**src/rtl/cke_cmd_pkg.sv**
```systemverilog
// package: command encodings, states, field positions and timing counts for the command decoder
//
// Behaviour
// RULE_01: cs low, ras cas we high is nop
// RULE_02: nop never ends a running burst
// RULE_03: cs high is deselect, acts as nop
// RULE_04: clock change only in self-refresh or precharge power-down
// RULE_05: controller waits two clocks after trp, taofd
// RULE_06: controller gives stable clock before raising cke
// RULE_07: controller issues dll reset after power-down exit
// RULE_08: odt held off 200 clocks during relock
// RULE_09: async cke drop loses array contents
// RULE_10: after async drop controller fully reinitialises
// RULE_11: decode cs ras cas we with cke
// RULE_12: mode register set: bank selects register, address opcode
// RULE_13: bank selects target; a10 auto-precharge or all
// RULE_14: power-down entry and exit with nop/deselect
// RULE_15: no refresh during power-down
// RULE_16: refresh with cke falling enters self-refresh
// RULE_17: length four bursts always complete
// RULE_18: odt ignored by cke states; off in self-refresh
// RULE_19: controller keeps cke steady three clocks
// RULE_20: undefined cke/command combinations change nothing; a cke fall not accepted as an entry goes to ST_LOST
package cke_cmd_pkg;

    localparam int BA_W = 3;
    localparam int ADDR_W = 14;
    localparam int AP_BIT = 10;
    localparam int NUM_BANKS = 8;
    localparam int BURST_LEN = 4;
    // a burst of four occupies two clocks on a double-rate bus
    localparam int BURST_CYCLES = BURST_LEN / 2;
    localparam int RELOCK_CYCLES = 200;
    localparam int CKE_MIN_CYCLES = 3;

    localparam logic [3:0] PAT_MRS = 4'h0;
    localparam logic [3:0] PAT_REF = 4'h1;
    localparam logic [3:0] PAT_PRE = 4'h2;
    localparam logic [3:0] PAT_ACT = 4'h3;
    localparam logic [3:0] PAT_WR = 4'h4;
    localparam logic [3:0] PAT_RD = 4'h5;
    localparam logic [3:0] PAT_NOP = 4'h7;

    localparam logic [2:0] EMR1_SEL = 3'h1;

    typedef enum logic [3:0] {
        CMD_NONE = 4'h0,
        CMD_MRS = 4'h1,
        CMD_REFRESH = 4'h2,
        CMD_PRECHARGE = 4'h3,
        CMD_ACTIVATE = 4'h4,
        CMD_WRITE = 4'h5,
        CMD_READ = 4'h6,
        CMD_NOP = 4'h7,
        CMD_SR_ENTRY = 4'h8,
        CMD_SR_EXIT = 4'h9,
        CMD_PD_ENTRY = 4'ha,
        CMD_PD_EXIT = 4'hb,
        CMD_ILLEGAL = 4'hc
    } cmd_t;

    typedef enum logic [2:0] {
        ST_ACTIVE = 3'h0,
        ST_PRECHARGE_PD = 3'h1,
        ST_ACTIVE_PD = 3'h2,
        ST_SELF_REFRESH = 3'h3,
        ST_LOST = 3'h4
    } power_state_t;

    typedef struct packed {
        logic cke;
        logic cs_n;
        logic ras_n;
        logic cas_n;
        logic we_n;
        logic [BA_W-1:0] ba;
        logic [ADDR_W-1:0] addr;
    } pins_t;

    typedef struct packed {
        cmd_t cmd;
        logic [BA_W-1:0] bank;
        logic [ADDR_W-1:0] addr;
        logic all_banks;
        logic auto_pre;
    } decoded_t;

endpackage

```
**src/rtl/cmd_decoder.sv**
```systemverilog
// command pin decoder: maps cke history and control pins to one command
`timescale 1ns/10ps
module cmd_decoder (
    // sampled pins
    input wire cke_cmd_pkg::pins_t pins,
    input wire logic cke_prev,
    // decoded command
    output cke_cmd_pkg::decoded_t dec
);

    function automatic cke_cmd_pkg::cmd_t decode_pat(input logic [3:0] pat);
        case (pat)
            cke_cmd_pkg::PAT_MRS: decode_pat = cke_cmd_pkg::CMD_MRS;
            cke_cmd_pkg::PAT_REF: decode_pat = cke_cmd_pkg::CMD_REFRESH;
            cke_cmd_pkg::PAT_PRE: decode_pat = cke_cmd_pkg::CMD_PRECHARGE;
            cke_cmd_pkg::PAT_ACT: decode_pat = cke_cmd_pkg::CMD_ACTIVATE;
            cke_cmd_pkg::PAT_WR: decode_pat = cke_cmd_pkg::CMD_WRITE;
            cke_cmd_pkg::PAT_RD: decode_pat = cke_cmd_pkg::CMD_READ;
            cke_cmd_pkg::PAT_NOP: decode_pat = cke_cmd_pkg::CMD_NOP;
            default: decode_pat = cke_cmd_pkg::CMD_ILLEGAL; // RULE_20
        endcase
    endfunction

    logic [3:0] pat;
    logic idle_cmd;
    cke_cmd_pkg::cmd_t base;

    always_comb begin
        pat = {pins.cs_n, pins.ras_n, pins.cas_n, pins.we_n};
        // cs high: ras, cas, we are ignored
        idle_cmd = pins.cs_n || (pat == cke_cmd_pkg::PAT_NOP); // RULE_03 RULE_01
        base = pins.cs_n ? cke_cmd_pkg::CMD_NOP : decode_pat(pat); // RULE_11
        dec.bank = pins.ba; // RULE_12 RULE_13
        dec.addr = pins.addr;
        dec.all_banks = pins.addr[cke_cmd_pkg::AP_BIT]; // RULE_13
        dec.auto_pre = pins.addr[cke_cmd_pkg::AP_BIT];
        case ({cke_prev, pins.cke})
            2'b11: dec.cmd = base;
            2'b10: begin
                if (idle_cmd) begin
                    dec.cmd = cke_cmd_pkg::CMD_PD_ENTRY; // RULE_14
                end else if (!pins.cs_n && pat == cke_cmd_pkg::PAT_REF) begin
                    dec.cmd = cke_cmd_pkg::CMD_SR_ENTRY; // RULE_16
                end else begin
                    dec.cmd = cke_cmd_pkg::CMD_ILLEGAL; // RULE_20
                end
            end
            2'b01: dec.cmd = idle_cmd ? cke_cmd_pkg::CMD_PD_EXIT : cke_cmd_pkg::CMD_ILLEGAL;
            2'b00: dec.cmd = cke_cmd_pkg::CMD_NONE;
            default: dec.cmd = cke_cmd_pkg::CMD_ILLEGAL;
        endcase
    end

endmodule // cmd_decoder

```
**src/rtl/cke_cmd_ctrl.sv**
```systemverilog
// command interpreter and clock-enable state control of the memory device
`timescale 1ns/10ps
module cke_cmd_ctrl (
    // clock and reset
    input wire logic clk,
    input wire logic rst_n,
    // command pins from the controller
    input wire logic cke,
    input wire logic cs_n,
    input wire logic ras_n,
    input wire logic cas_n,
    input wire logic we_n,
    input wire logic [2:0] ba,
    input wire logic [13:0] addr,
    input wire logic odt,
    // decoded command, one-cycle strobe
    output logic cmd_valid,
    output cke_cmd_pkg::decoded_t cmd_out,
    // device state
    output cke_cmd_pkg::power_state_t power_state,
    output logic [7:0] bank_open,
    output logic burst_busy,
    output logic burst_is_write,
    output logic mode_wr,
    output logic [2:0] mode_sel,
    output logic [13:0] mode_opcode,
    output logic dll_relocking,
    output logic odt_enable,
    output logic refresh_enable,
    output logic contents_lost,
    output logic illegal_cmd
);

    cke_cmd_pkg::pins_t pins;
    cke_cmd_pkg::decoded_t dec;
    logic cke_prev_reg, cke_prev_next;

    always_comb begin
        pins.cke = cke;
        pins.cs_n = cs_n;
        pins.ras_n = ras_n;
        pins.cas_n = cas_n;
        pins.we_n = we_n;
        pins.ba = ba;
        pins.addr = addr;
    end

    cmd_decoder u_dec (
        .pins(pins),
        .cke_prev(cke_prev_reg),
        .dec(dec)
    );

    cke_cmd_pkg::power_state_t state_reg, state_next;
    logic [7:0] bank_reg, bank_next;
    logic [1:0] burst_cnt_reg, burst_cnt_next;
    logic burst_wr_reg, burst_wr_next;
    logic [7:0] relock_reg, relock_next;
    logic lost_reg, lost_next;
    logic illegal_reg, illegal_next;
    logic valid_reg, valid_next;
    cke_cmd_pkg::decoded_t cmd_reg, cmd_next;
    logic mode_wr_reg, mode_wr_next;
    logic [2:0] mode_sel_reg, mode_sel_next;
    logic [13:0] mode_op_reg, mode_op_next;
    logic odt_reg, odt_next;
    logic accepted;

    always_comb begin
        cke_prev_next = cke;
        state_next = state_reg;
        bank_next = bank_reg;
        burst_cnt_next = burst_cnt_reg;
        burst_wr_next = burst_wr_reg;
        relock_next = relock_reg;
        lost_next = lost_reg;
        illegal_next = 1'b0;
        valid_next = 1'b0;
        cmd_next = dec;
        mode_wr_next = 1'b0;
        mode_sel_next = mode_sel_reg;
        mode_op_next = mode_op_reg;
        accepted = 1'b0;

        // bursts count down regardless of nop or deselect
        if (burst_cnt_reg != 2'h0) begin
            burst_cnt_next = burst_cnt_reg - 2'h1; // RULE_02 RULE_17
        end
        if (relock_reg != 8'h00) begin
            relock_next = relock_reg - 8'h01;
        end

        case (state_reg)
            cke_cmd_pkg::ST_ACTIVE: begin
                case (dec.cmd)
                    cke_cmd_pkg::CMD_MRS: begin
                        accepted = 1'b1;
                        mode_wr_next = 1'b1; // RULE_12
                        mode_sel_next = dec.bank;
                        mode_op_next = dec.addr;
                        // opcode bit 8 of the first extended register requests a dll reset
                        if (dec.bank == cke_cmd_pkg::EMR1_SEL && dec.addr[8]) begin
                            relock_next = 8'(cke_cmd_pkg::RELOCK_CYCLES); // RULE_08
                        end
                    end
                    cke_cmd_pkg::CMD_REFRESH: accepted = 1'b1;
                    cke_cmd_pkg::CMD_ACTIVATE: begin
                        accepted = 1'b1;
                        bank_next[dec.bank] = 1'b1; // RULE_13
                    end
                    cke_cmd_pkg::CMD_PRECHARGE: begin
                        accepted = 1'b1;
                        if (dec.all_banks) begin
                            bank_next = 8'h00; // RULE_13
                        end else begin
                            bank_next[dec.bank] = 1'b0;
                        end
                    end
                    cke_cmd_pkg::CMD_READ, cke_cmd_pkg::CMD_WRITE: begin
                        // a new column command in the first clock of a burst would cut it short
                        if (burst_cnt_reg > 2'h1) begin
                            illegal_next = 1'b1; // RULE_17
                        end else begin
                            accepted = 1'b1;
                            burst_cnt_next = 2'(cke_cmd_pkg::BURST_CYCLES);
                            burst_wr_next = (dec.cmd == cke_cmd_pkg::CMD_WRITE);
                            if (dec.auto_pre) begin
                                bank_next[dec.bank] = 1'b0; // RULE_13
                            end
                        end
                    end
                    cke_cmd_pkg::CMD_NOP: accepted = 1'b1; // RULE_01 RULE_02
                    // reset takes the earlier cke as low, so a held low and the first rise are benign
                    cke_cmd_pkg::CMD_NONE: accepted = 1'b1; // RULE_14
                    cke_cmd_pkg::CMD_PD_EXIT: accepted = 1'b1; // RULE_14
                    cke_cmd_pkg::CMD_PD_ENTRY: begin
                        accepted = 1'b1;
                        state_next = (bank_reg == 8'h00) ? cke_cmd_pkg::ST_PRECHARGE_PD
                                                         : cke_cmd_pkg::ST_ACTIVE_PD; // RULE_14
                    end
                    cke_cmd_pkg::CMD_SR_ENTRY: begin
                        if (bank_reg == 8'h00) begin
                            accepted = 1'b1;
                            state_next = cke_cmd_pkg::ST_SELF_REFRESH; // RULE_16 RULE_04
                        end else begin
                            illegal_next = 1'b1; // RULE_20
                        end
                    end
                    default: illegal_next = 1'b1; // RULE_20
                endcase
                // cke low that is not a legal entry: asynchronous drop
                if (!cke && !accepted) begin
                    state_next = cke_cmd_pkg::ST_LOST; // RULE_09
                    lost_next = 1'b1;
                end
            end
            cke_cmd_pkg::ST_PRECHARGE_PD, cke_cmd_pkg::ST_ACTIVE_PD: begin
                // no refresh here; duration is the controller's concern
                if (dec.cmd == cke_cmd_pkg::CMD_PD_EXIT) begin
                    accepted = 1'b1;
                    state_next = cke_cmd_pkg::ST_ACTIVE; // RULE_14
                end else if (cke) begin
                    illegal_next = 1'b1; // RULE_20
                end
            end
            cke_cmd_pkg::ST_SELF_REFRESH: begin
                if (dec.cmd == cke_cmd_pkg::CMD_PD_EXIT) begin
                    accepted = 1'b1;
                    cmd_next.cmd = cke_cmd_pkg::CMD_SR_EXIT;
                    state_next = cke_cmd_pkg::ST_ACTIVE; // RULE_16
                end else if (cke) begin
                    illegal_next = 1'b1; // RULE_20
                end
            end
            cke_cmd_pkg::ST_LOST: begin
                // leaves only through a mode register write of a new init sequence
                if (cke_prev_reg && dec.cmd == cke_cmd_pkg::CMD_MRS) begin
                    accepted = 1'b1;
                    mode_wr_next = 1'b1;
                    mode_sel_next = dec.bank;
                    mode_op_next = dec.addr;
                    lost_next = 1'b0; // RULE_10
                    bank_next = 8'h00;
                    state_next = cke_cmd_pkg::ST_ACTIVE;
                end
            end
            default: state_next = cke_cmd_pkg::ST_ACTIVE;
        endcase
        valid_next = accepted && (dec.cmd != cke_cmd_pkg::CMD_NONE);
        // odt plays no part in state; termination is off in self-refresh and relock
        odt_next = odt && (state_next != cke_cmd_pkg::ST_SELF_REFRESH)
                   && (relock_next == 8'h00); // RULE_18 RULE_08
    end

    always_ff @(posedge clk) begin
        if (!rst_n) begin
            cke_prev_reg <= 1'b0;
            state_reg <= cke_cmd_pkg::ST_ACTIVE;
            bank_reg <= 8'h00;
            burst_cnt_reg <= 2'h0;
            burst_wr_reg <= 1'b0;
            relock_reg <= 8'h00;
            lost_reg <= 1'b0;
            illegal_reg <= 1'b0;
            valid_reg <= 1'b0;
            cmd_reg <= '0;
            mode_wr_reg <= 1'b0;
            mode_sel_reg <= 3'h0;
            mode_op_reg <= 14'h0000;
            odt_reg <= 1'b0;
        end else begin
            cke_prev_reg <= cke_prev_next;
            state_reg <= state_next;
            bank_reg <= bank_next;
            burst_cnt_reg <= burst_cnt_next;
            burst_wr_reg <= burst_wr_next;
            relock_reg <= relock_next;
            lost_reg <= lost_next;
            illegal_reg <= illegal_next;
            valid_reg <= valid_next;
            cmd_reg <= cmd_next;
            mode_wr_reg <= mode_wr_next;
            mode_sel_reg <= mode_sel_next;
            mode_op_reg <= mode_op_next;
            odt_reg <= odt_next;
        end
    end

    logic busy_reg;
    logic relock_busy_reg;
    logic refresh_reg;
    always_ff @(posedge clk) begin
        if (!rst_n) begin
            busy_reg <= 1'b0;
            relock_busy_reg <= 1'b0;
            refresh_reg <= 1'b0;
        end else begin
            busy_reg <= (burst_cnt_next != 2'h0);
            relock_busy_reg <= (relock_next != 8'h00);
            // internal refresh only in self-refresh, never in power-down
            refresh_reg <= (state_next == cke_cmd_pkg::ST_SELF_REFRESH); // RULE_15
        end
    end

    assign cmd_valid = valid_reg;
    assign cmd_out = cmd_reg;
    assign power_state = state_reg;
    assign bank_open = bank_reg;
    assign burst_busy = busy_reg;
    assign burst_is_write = burst_wr_reg;
    assign mode_wr = mode_wr_reg;
    assign mode_sel = mode_sel_reg;
    assign mode_opcode = mode_op_reg;
    assign dll_relocking = relock_busy_reg;
    assign odt_enable = odt_reg;
    assign refresh_enable = refresh_reg;
    assign contents_lost = lost_reg;
    assign illegal_cmd = illegal_reg;

endmodule // cke_cmd_ctrl

```
**config.mk**
```make
export PLATFORM = sky130hd
export DESIGN_NAME = cke_cmd_ctrl
export DESIGN_NICKNAME = d
export VERILOG_FILES = /design/src/rtl/cke_cmd_pkg.sv /design/src/rtl/cmd_decoder.sv /design/src/rtl/cke_cmd_ctrl.sv
export SDC_FILE = /design/constraint.sdc
export NUM_CORES = 1
export LEC_CHECK = 0
export ABC_AREA = 0
export BUFFER_PORTS_ARGS = -buffer_cell sky130_fd_sc_hd__buf_2
export CAP_MARGIN = 20
export CELL_PAD_IN_SITES_DETAIL_PLACEMENT = 1
export CELL_PAD_IN_SITES_GLOBAL_PLACEMENT = 2
export CORE_MARGIN = 4
export CORE_UTILIZATION = 26
export CTS_CLUSTER_SIZE = 30
export DETAILED_ROUTE_END_ITERATION = 8
export HOLD_SLACK_MARGIN = 0.1
export PLACE_DENSITY_LB_ADDON = 0.1
export SLEW_MARGIN = 20
export SYNTH_ARGS = -nofsm -noshare
export SYNTH_HDL_FRONTEND = slang
export SYNTH_SLANG_ARGS = --single-unit
```
**constraint.sdc**
```tcl
create_clock -name clk -period 2.94 [get_ports clk]
set_clock_uncertainty 0.15 [all_clocks]
set_input_delay 0.147 -clock clk [delete_from_list [all_inputs] [get_ports clk]]
set_output_delay 0.147 -clock clk [all_outputs]
set_load 0.05 [all_outputs]
```
# ---- After elaboration in Yosys (flattened, before gate mapping)
# Cells that the tools add are included.
# Widths: inputs -> output; s select.
dict set report word_totals {
  regBits 70
  in_bits 25
  wordCells 147
}
dict set report classes {
  n_addsub 2
  order_cmp 3
  n_eq_ne 32
  muxes 55
  bitwise 4
  reduce_logical 31
}
# cell count
set op_table {}
lappend op_table {{$mux 8} 8}
lappend op_table {{$eq 4x3->1 const B} 7}
lappend op_table {{$mux 14} 2}
lappend op_table {{$pmux 14 s2} 1}
lappend op_table {{$pmux 4 s7} 1}
lappend op_table {{$mux 3} 8}
lappend op_table {{$pmux 8 s3} 1}
lappend op_table {{$eq 4x2->1 const B} 4}
lappend op_table {{$logic_not 8->1} 2}
lappend op_table {{$mux 4} 4}
lappend op_table {{$pmux 4 s4} 1}
lappend op_table {{$pmux 8 s2} 1}
lappend op_table {{$reduce_bool 8->1} 2}
lappend op_table {{$mux 1} 13}
lappend op_table {{$eq 4x4->1 const B} 3}
lappend op_table {{$pmux 3 s2} 2}
lappend op_table {{$mux 2} 5}
lappend op_table {{$eq 3x2->1 const B} 3}
lappend op_table {{$pmux 1 s3} 3}
lappend op_table {{$pmux 3 s3} 1}
lappend op_table {{$reduce_and 3->1} 3}
lappend op_table {{$and 8x8->8} 1}
lappend op_table {{$eq 4x1->1 const B} 2}
lappend op_table {{$logic_and 1x1->1} 8}
lappend op_table {{other kinds (29)} 41}

# ---- Logic depth before layout (Yosys ltp)
# Gate-level depths: netlist of the first run.
dict set report depth {
  ltp_word 16
  depth_mapped 12
}

# ---- Hierarchy
# From an unflattened synthesis of the first run, not the netlist that was laid out.
dict set report unflattened {
  hier_cells 358
  area_unflattened_um2 3228.1
}
# module n_inst cells_per_inst area_each_um2
set modules_own_cells {}
lappend modules_own_cells {cke_cmd_ctrl 1 317 2914.0}
lappend modules_own_cells {cmd_decoder 1 41 314.1}

# ---- Worst setup path before layout of the first run
# Ideal clock, no wire load.
dict set report synth_path {
  path_kind {reg-to-reg}
  startpoint {register cke_prev_reg}
  endpoint {register odt_reg, in the netlist odt_enable}
  setup_time_ps 132
  arrival_time_ps 2478
  path_slack_ps 179
  path_stages_with_launch 12
  path_buffers 2
  path_cell_list {dfxtp_1 > ha_1 > buf_4 > inv_1 > a2111oi_0 > nor3_1 > nor4b_4 > nand2_2 > or4b_1 > buf_2 > nand2_1 > a2111oi_2}
}
dict set report synth_via {
  elab_chain_len 13
  word_cells_on_any_way 34
  classes_between {eq/ne: 14; mux: 10; reduce/logical: 10}
}
# element line_no
set synth_lines {}
lappend synth_lines {{start, declared} cke_cmd_ctrl.sv:36} ;# logic cke_prev_reg, cke_prev_next;
lappend synth_lines {{start signal, assigned} cke_cmd_ctrl.sv:212} ;# cke_prev_reg <= cke_prev_next;
lappend synth_lines {{$eq 2x1->1, or another cell as far along} cmd_decoder.sv:37} ;# case ({cke_prev, pins.cke})
lappend synth_lines {{$pmux 4 s4} cmd_decoder.sv:37}
lappend synth_lines {{$eq 4x4->1, or another cell as far along} {cke_cmd_ctrl.sv:95, cke_cmd_ctrl.sv:159, cke_cmd_ctrl.sv:167}}
lappend synth_lines {{$reduce_or 8->1 (no source line) or $reduce_or 2->1 (tied branches)} -}
lappend synth_lines {{$pmux 1 s3} cke_cmd_ctrl.sv:95} ;# case (dec.cmd)
lappend synth_lines {{$mux 1} cke_cmd_ctrl.sv:93} ;# case (state_reg)
lappend synth_lines {{$logic_not 1->1} cke_cmd_ctrl.sv:152} ;# if (!cke && !accepted) begin
lappend synth_lines {{$logic_and 1x1->1} cke_cmd_ctrl.sv:152}
lappend synth_lines {{$mux 3} cke_cmd_ctrl.sv:152}
lappend synth_lines {{$pmux 3 s3} cke_cmd_ctrl.sv:93}
lappend synth_lines {{$ne 3x2->1} cke_cmd_ctrl.sv:191} ;# odt_next = odt && (state_next != cke_cmd_pkg::ST_SELF_REFRESH)
lappend synth_lines {{$logic_and 1x1->1} cke_cmd_ctrl.sv:191}
lappend synth_lines {{$logic_and 1x1->1 *} cke_cmd_ctrl.sv:192} ;# && (relock_next == 8'h00);
lappend synth_lines {{end signal, assigned} cke_cmd_ctrl.sv:225} ;# odt_reg <= odt_next;
lappend synth_lines {{end, declared} cke_cmd_ctrl.sv:66} ;# logic odt_reg, odt_next;
# Mark *: on every way between the ends. The rest lies on a longest branch, timed or not. The select of a mux whose other input is x is not followed.
# A chain may end at the register's enable or synchronous reset.

# ---- Worst setup path after layout of the first run
dict set report layout_path {
  startpoint {register cke_prev_reg}
  endpoint {register bank_reg[5], in the netlist bank_open[5]}
}
dict set report layout_via {
  elab_chain_len 6
  word_cells_on_any_way 19
  classes_between {eq/ne: 12; mux: 3; reduce/logical: 4}
}
# element line_no
set layout_lines {}
lappend layout_lines {{$eq 2x1->1, or another cell as far along} cmd_decoder.sv:37}
lappend layout_lines {{$pmux 4 s4} cmd_decoder.sv:37}
lappend layout_lines {{$eq 4x3->1 or $eq 4x1->1 (tied branches)} {cke_cmd_ctrl.sv:95, cke_cmd_ctrl.sv:177}}
lappend layout_lines {{$reduce_or 2->1 or $logic_and 1x1->1 (tied branches)} {cke_cmd_ctrl.sv:95, cke_cmd_ctrl.sv:177}}
lappend layout_lines {{$pmux 8 s3, or another cell as far along} cke_cmd_ctrl.sv:95}
lappend layout_lines {{$pmux 8 s2 or $reduce_and 5->1 (tied branches)} -}
lappend layout_lines {{end signal, assigned} cke_cmd_ctrl.sv:214} ;# bank_reg <= bank_next;
lappend layout_lines {{end, declared} cke_cmd_ctrl.sv:55} ;# logic [7:0] bank_reg, bank_next;
# Parallel ways exist; a longest one is shown, timed or not.

==> qor.yml, run 1 <==
outcome:
  outcome: "finished, final reports clean"
global_routing:
  grt_pass1_wl_um: 15200
  grt_max_degree: 35
  grt_usage_pct: 14.6
  antenna_found_initial: 0
  grt_overflow: 0
  grt_pass1_vias: 3015
logic_synthesis:
  yosysSeqAreaShare_pct: 46.8
  synthFlopType: "dfxtp_1"
  yosysUniqueCellTypes: 57
  syn_inst: 350
  netlist_area_mm2: 0.00295
  synth_fp_nets: 380
  async_reset_ff_share_pct: 0
  ys_seq_elements: 69
  syn_area_per_cell_um2: 8.44
  yosysWarningCount: 0
  synth_edf_count: 0
power_and_ir_drop:
  vdd_drop_max_mv: 0.338
  p_leak_nw: 1.88
  powerDensity_mw_per_mm2: 744
worst_setup_path:
  crit_path_max_incr_delay_ns: 0.37
  path_max_fanout: 9
  crit_path_start_kind: "flop"
  cp-end-kind: "flop"
  crit_type: "flop to flop"
  crit_arrival_ns: 2.85
  cpMostUsedCell: "buf_4"
  cp_cell_sequence: "ha_4 > buf_4 > nand2b_1 > or2_2 > a41o_1 > buf_6 > buf_4 > xor2_1 > buf_4 > and3_1 > a2111o_1 > o2111ai_1 > o21ai_0"
  crit_required_ns: 2.99
  crit_path_top_delay_cell: "dfxtp_4"
placed_design:
  dp_hpwl_um: 6580
  placed_cells: 578
  gp_congestion: 0.785
  port_buffers: 84
final_layout:
  syn2layout_area_growth_pct: 43.2
  layout_commonest_cell: "buf_2"
  layout_common_cells: "84 x buf_2, 68 x dfxtp_1, 60 x nand2_1"
  antenna_cells: 0
  utilization_pct: 38.5
  fill_cells: 1311
  nets: 504
  largest_reg_flops: 21
  drive_gt1_share_pct: 29.7
  final_cells: 618
die:
  die_x_um: 115
  start_util_pct: 26.9
  rows: 38
  die_h_um: 115
  die-area_mm2: 0.0131
  core_mm2: 0.0110
  pin_count: 85
timing:
  worstMarginPinSlew_ns: 0.741
  rsz0062_at_grt: "false"
  fin_tns_setup_ns: 0
  period_minus_slack_ns: 2.80
  setup_viol: 0
  hold_viol: 0
  fmaxAchievable_mhz: 357
  slew_headroom_pct: 50.5
  slew_violations: 0
  whs_ns: 0.140
  fin_crit_sh_pct: 95.2
routing:
  ant_nets: 0
  wl_per_cell_um: 14.9
  vias: 2915
  viasPerCell: 4.72
  drc: 0
  first_iter_violations: 77
  wl_um: 9220
  drtPass1Iterations: 4
min_path:
  min_path_type: "primary input to flop"
cts:
  cts-root-buf: "clkbuf_16"
  tritoncts: "yes"
  clkSinkCount: 69
  cts_buffer_depth: 2
  cts_buffers: 9
  path_clk_slew_ns: 0.06
  clkLatencyLatePin_ns: 0.33
  cts-htree-levels: 3
run:
  maxCapViolations: 0
worst paths after layout:
path	cells past startpoint	end	from	slack, ns
setup / recovery	13	bank_open[5]$_SDFFE_PN0P_	cke_prev_reg$_SDFF_PN0_	0.14
hold / removal	2	dll_relocking$_SDFF_PN0_	rst_n	0.14
setup reg to reg	13	bank_open[5]$_SDFFE_PN0P_	cke_prev_reg$_SDFF_PN0_	0.14
hold reg to reg	1	burst_cnt_reg[0]$_SDFF_PN0_	burst_cnt_reg[0]$_SDFF_PN0_	0.28
power breakdown:
part | leakage [nW] | switching (W) | internal [W]
Sequential | 0.566 | 0.0000861 | 0.00104
Combinational | 1.17 | 0.000588 | 0.000358
Clock | 0.145 | 0.000402 | 0.000674
Total | 1.88 | 0.00108 | 0.00207
area by class of cell:
cell class | count | area (um2) | area share (%)
inverters | 13 | 48.8 | 1.15
repair buffers | 133 | 855 | 20.2
multi-input cells | 248 | 1470 | 34.9
flip-flops and latches | 69 | 1390 | 32.8
clock buffers | 11 | 243 | 5.74
clock inverters | 4 | 48.8 | 1.15
well taps | 140 | 175 | 4.14
cell families after synthesis:
group / share of synthesized area (%)
AND/OR/NAND/NOR: 26.2
AO/OA/AOI/OAI: 17.2
flip-flops: 46.8
buffers and inverters: 4.96
XOR/XNOR: 2.08
adder cells (fa/ha/maj): 2.46
multiplexers: 0.339
cell usage after synthesis (all sizes together) (5+ instances only):
| cell type | number | area, um2 |
|---|---|---|
| a21oi | 34 | 174 |
| and2 | 18 | 113 |
| buf | 7 | 48.8 |
| clkbuf | 13 | 48.8 |
| dfxtp | 69 | 1380 |
| ha | 5 | 62.6 |
| inv | 12 | 45.0 |
| nand2 | 62 | 235 |
| nand3 | 12 | 60.1 |
| nor2 | 29 | 109 |
| nor3 | 9 | 45.0 |
| xnor2 | 5 | 43.8 |
layer usage:
layer,global-route usage [%],share of wire [%],vias up
met5,0,0,-
met4,5.46,1.6,0
met3,3.81,5.1,10
met2,23.5,46,56
met1,18.7,47,1387
li1,-,-,1462
worst max-delay path: cells and delay by family, from the launching register on:
| kind | cells | cell delay (ns) |
|---|---|---|
| fa+ha+maj | 1 | 0.13 |
| flops | 1 | 0.37 |
| simple gates | 3 | 0.49 |
| buf+inv | 4 | 0.54 |
| xor+xnor | 1 | 0.14 |
| compound gates | 4 | 0.84 |
timing repair:
| action | in CTS | in global routing |
|---|---|---|
| endpoints found under the hold margin | 42 | 0 |
| endpoints found under the setup margin | 24 | 31 |
| gates resized for setup | 3 | 10 |
| setup buffers | 0 | 5 |
| hold buffers | 20 | 0 |
| pin swaps | 0 | 5 |
metrics by stage:
stage	total power [W]	cell area [um2]	setup slack, ns
floorplan	0.00179	2950	0.179
global placement	0.00205	3640	0.0226
detailed placement	0.00206	3640	-0.137
CTS	0.00317	4150	0.0110
global route	0.00333	4230	0.00622
finish	0.00315	4230	0.143
No activity file was read; power rests on OpenSTA's default activity.
==> run 2, diff against run 1 <==
--- a/config.mk
+++ b/config.mk
@@ -6,16 +6,17 @@
 export NUM_CORES = 1
 export LEC_CHECK = 0
 export ABC_AREA = 0
-export BUFFER_PORTS_ARGS = -buffer_cell sky130_fd_sc_hd__buf_2
 export CAP_MARGIN = 20
 export CELL_PAD_IN_SITES_DETAIL_PLACEMENT = 1
 export CELL_PAD_IN_SITES_GLOBAL_PLACEMENT = 2
 export CORE_MARGIN = 4
-export CORE_UTILIZATION = 26
+export CORE_UTILIZATION = 32
 export CTS_CLUSTER_SIZE = 30
 export DETAILED_ROUTE_END_ITERATION = 8
+export DONT_BUFFER_PORTS = 1
 export HOLD_SLACK_MARGIN = 0.1
 export PLACE_DENSITY_LB_ADDON = 0.1
+export SKIP_CTS_REPAIR_TIMING = 1
 export SLEW_MARGIN = 20
 export SYNTH_ARGS = -nofsm -noshare
 export SYNTH_HDL_FRONTEND = slang
==> run 2 against run 1 <==
  * First-iteration DRC count is 23% lower
  * Critical path depth is 3 lower
  * Die area is 18% lower
  * Sequential share of layout area is 4.3 points higher
  * Maximum frequency is 0.26% higher
  * Critical path type unchanged
  * Critical endpoint unchanged
  * Largest power group unchanged
==> qor.yml, run 2 (synthesized netlist as in run 1, its figures left out) <==
outcome:
  outcome: "finished, final reports clean"
power_and_ir_drop:
  vdd_drop_max_mv: 0.271  # -20%
  p_leak_nw: 1.44  # -23%
  powerDensity_mw_per_mm2: 790  # +6.2%
global_routing:
  grtUsageMet2_pct: 24.9  # +1.4 points
  use_met3_pct: 6.21  # +2.4 points
  antenna_found_initial: 0  # unchanged
  grt_pass1_vias: 2616  # -13%
  grt_max_degree: 35  # unchanged
  grt_overflow: 0  # unchanged
  met1_usage_pct: 20.0  # +1.3 points
  grt_usage_pct: 15.8  # +1.2 points
  busiest_layer: "met2"
  grt_pass1_wl_um: 13900  # -8.7%
die:
  core_mm2: 0.00885  # -19%
  die-area_mm2: 0.0108  # -18%
  rows: 34  # -11%
  die_x_um: 104  # -9.2%
  start_util_pct: 33.4  # +6.5 points
  die_h_um: 104  # -9.2%
  pin_count: 85  # unchanged
timing:
  rsz0062_at_grt: "false"
  slew_headroom_pct: 48.8  # -1.7 points
  fmaxAchievable_mhz: 358  # +0.26%
  slew_violations: 0  # unchanged
  setup_viol: 0  # unchanged
  fin_crit_sh_pct: 94.9  # -0.24 points
  period_minus_slack_ns: 2.79  # -0.00718 ns
  worstMarginPinSlew_ns: 0.765  # +0.0240 ns
  whs_ns: 0.0609  # -0.0790 ns
  hold_viol: 0  # unchanged
routing:
  wl_um: 8770  # -4.9%
  ant_nets: 0  # unchanged
  drtPass1Iterations: 4  # unchanged
  wl_per_cell_um: 17.5  # +18%
  drc: 0  # unchanged
  viasPerCell: 5.28  # +12%
  vias: 2640  # -9.4%
  first_iter_violations: 59  # -23%
worst_setup_path:
  cp_top_family: "compound AO/OA/AOI/OAI gates"
  crit_type: "flop to flop"
  startpoint: "cke_prev_reg$_SDFF_PN0_"
  cp.depth: 10  # -3
  crit_required_ns: 3.01  # +0.02 ns
  crit_arrival_ns: 2.86  # about the same
  cp-endpoint: "bank_open[5]$_SDFFE_PN0P_"
  cp-end-kind: "flop"
  timing.rr.end: "bank_open[5]$_SDFFE_PN0P_"
  cp_cell_sequence: "ha_4 > buf_4 > nand2b_1 > a311o_1 > buf_4 > nor3_1 > a22oi_1 > a2111o_1 > o2111ai_1 > o21ai_0"
  reg2reg_from: "cke_prev_reg$_SDFF_PN0_"
  r2r_cells: 10  # -3
  crit_path_max_incr_delay_ns: 0.44  # +0.07 ns
  crit_buf_inv: 2  # -2
  crit_path_top_delay_cell: "a311o_1"
  path_max_fanout: 11  # +2
  cpMostUsedCell: "buf_4"
  crit_path_start_kind: "flop"
  ff2ff_setup_slack_ns: 0.15  # about the same
placed_design:
  placed_cells: 458  # -21%
  gp_congestion: 0.747  # -4.8%
  port_buffers: 0  # -100%
  dp_hpwl_um: 6070  # -7.6%
final_layout:
  drive_gt1_share_pct: 14.5  # -15 points
  layout_commonest_cell: "dfxtp_1"
  largest_reg_flops: 21  # unchanged
  nets: 417  # -17%
  antenna_cells: 0  # unchanged
  final_cells: 500  # -19%
  syn2layout_area_growth_pct: 26.4
  layout_common_cells: "68 x dfxtp_1, 59 x nand2_1, 31 x a21oi_1"
cts:
  tritoncts: "yes"
  cts_buffers: 9  # unchanged
  clkSinkCount: 69  # unchanged
  path_clk_slew_ns: 0.08  # +0.02 ns
  clkLatencyLatePin_ns: 0.34  # about the same
  cts_buffer_depth: 2  # unchanged
  cts-htree-levels: 3  # unchanged
  cts-root-buf: "clkbuf_8"
min_path:
  min-delay-start: "rst_n"
  min_path_type: "primary input to flop"
run:
  maxCapViolations: 0  # unchanged
run 2: how the worst min path moves through the flow:
stage,to,slack (ns),cells past startpoint
2_1_floorplan,contents_lost$_SDFFE_PN0P_,0.10,1
3_3_place_gp,contents_lost$_SDFFE_PN0P_,0.11,1
3_5_place_dp,contents_lost$_SDFFE_PN0P_,0.11,1
4_1_cts,contents_lost$_SDFFE_PN0P_,-0.25,1
5_1_grt,bank_open[3]$_SDFFE_PN0P_,0.1,4
6_report,bank_open[2]$_SDFFE_PN0P_,0.06,4
run 2: layer usage:
layer  up-vias  wire [um]  part of all wire, %
met3         6        628                  7.2
li1       1288          -                    -
met1      1264       3990                   46
met5         -          0                    0
met4         0         66                 0.75
met2        82       4080                   47
run 2: tightest hold or removal path, delay by kind of cell:
family,cells,cell delay (ns)
simple gates,3,0.26
compound gates,1,0.11
run 2: final cells by class:
type,instances,area (um2)
fill,1045,5110
multi-input combinational,248,1500
clock buffer,9,124
tap,108,135
sequential,69,1390
timing repair buffer,46,424
inverter,13,48.8
clock inverter,7,121
run 2: metrics by stage:
stage | utilization (%) | area (um2) | setup TNS, ns | power (W) | setup slack, ns
4_1_cts | 38.4 | 3400 | -4.30 | 0.00293 | -0.209
6_report | 42.2 | 3730 | 0 | 0.00295 | 0.150
5_1_grt | 42.2 | 3730 | 0 | 0.00313 | 0.00662
2_1_floorplan | - | 2950 | 0 | 0.00179 | 0.179
3_3_place_gp | 35.6 | 3150 | -0.284 | 0.00196 | -0.0699
3_5_place_dp | 35.6 | 3150 | -3.11 | 0.00196 | -0.191
run 2: report_power, final:
group	switching [W]	total (W)	internal [W]
combinational	0.000399	0.000706	0.000307
clock	0.000382	0.000952	0.000570
sequential	0.000255	0.00129	0.00104
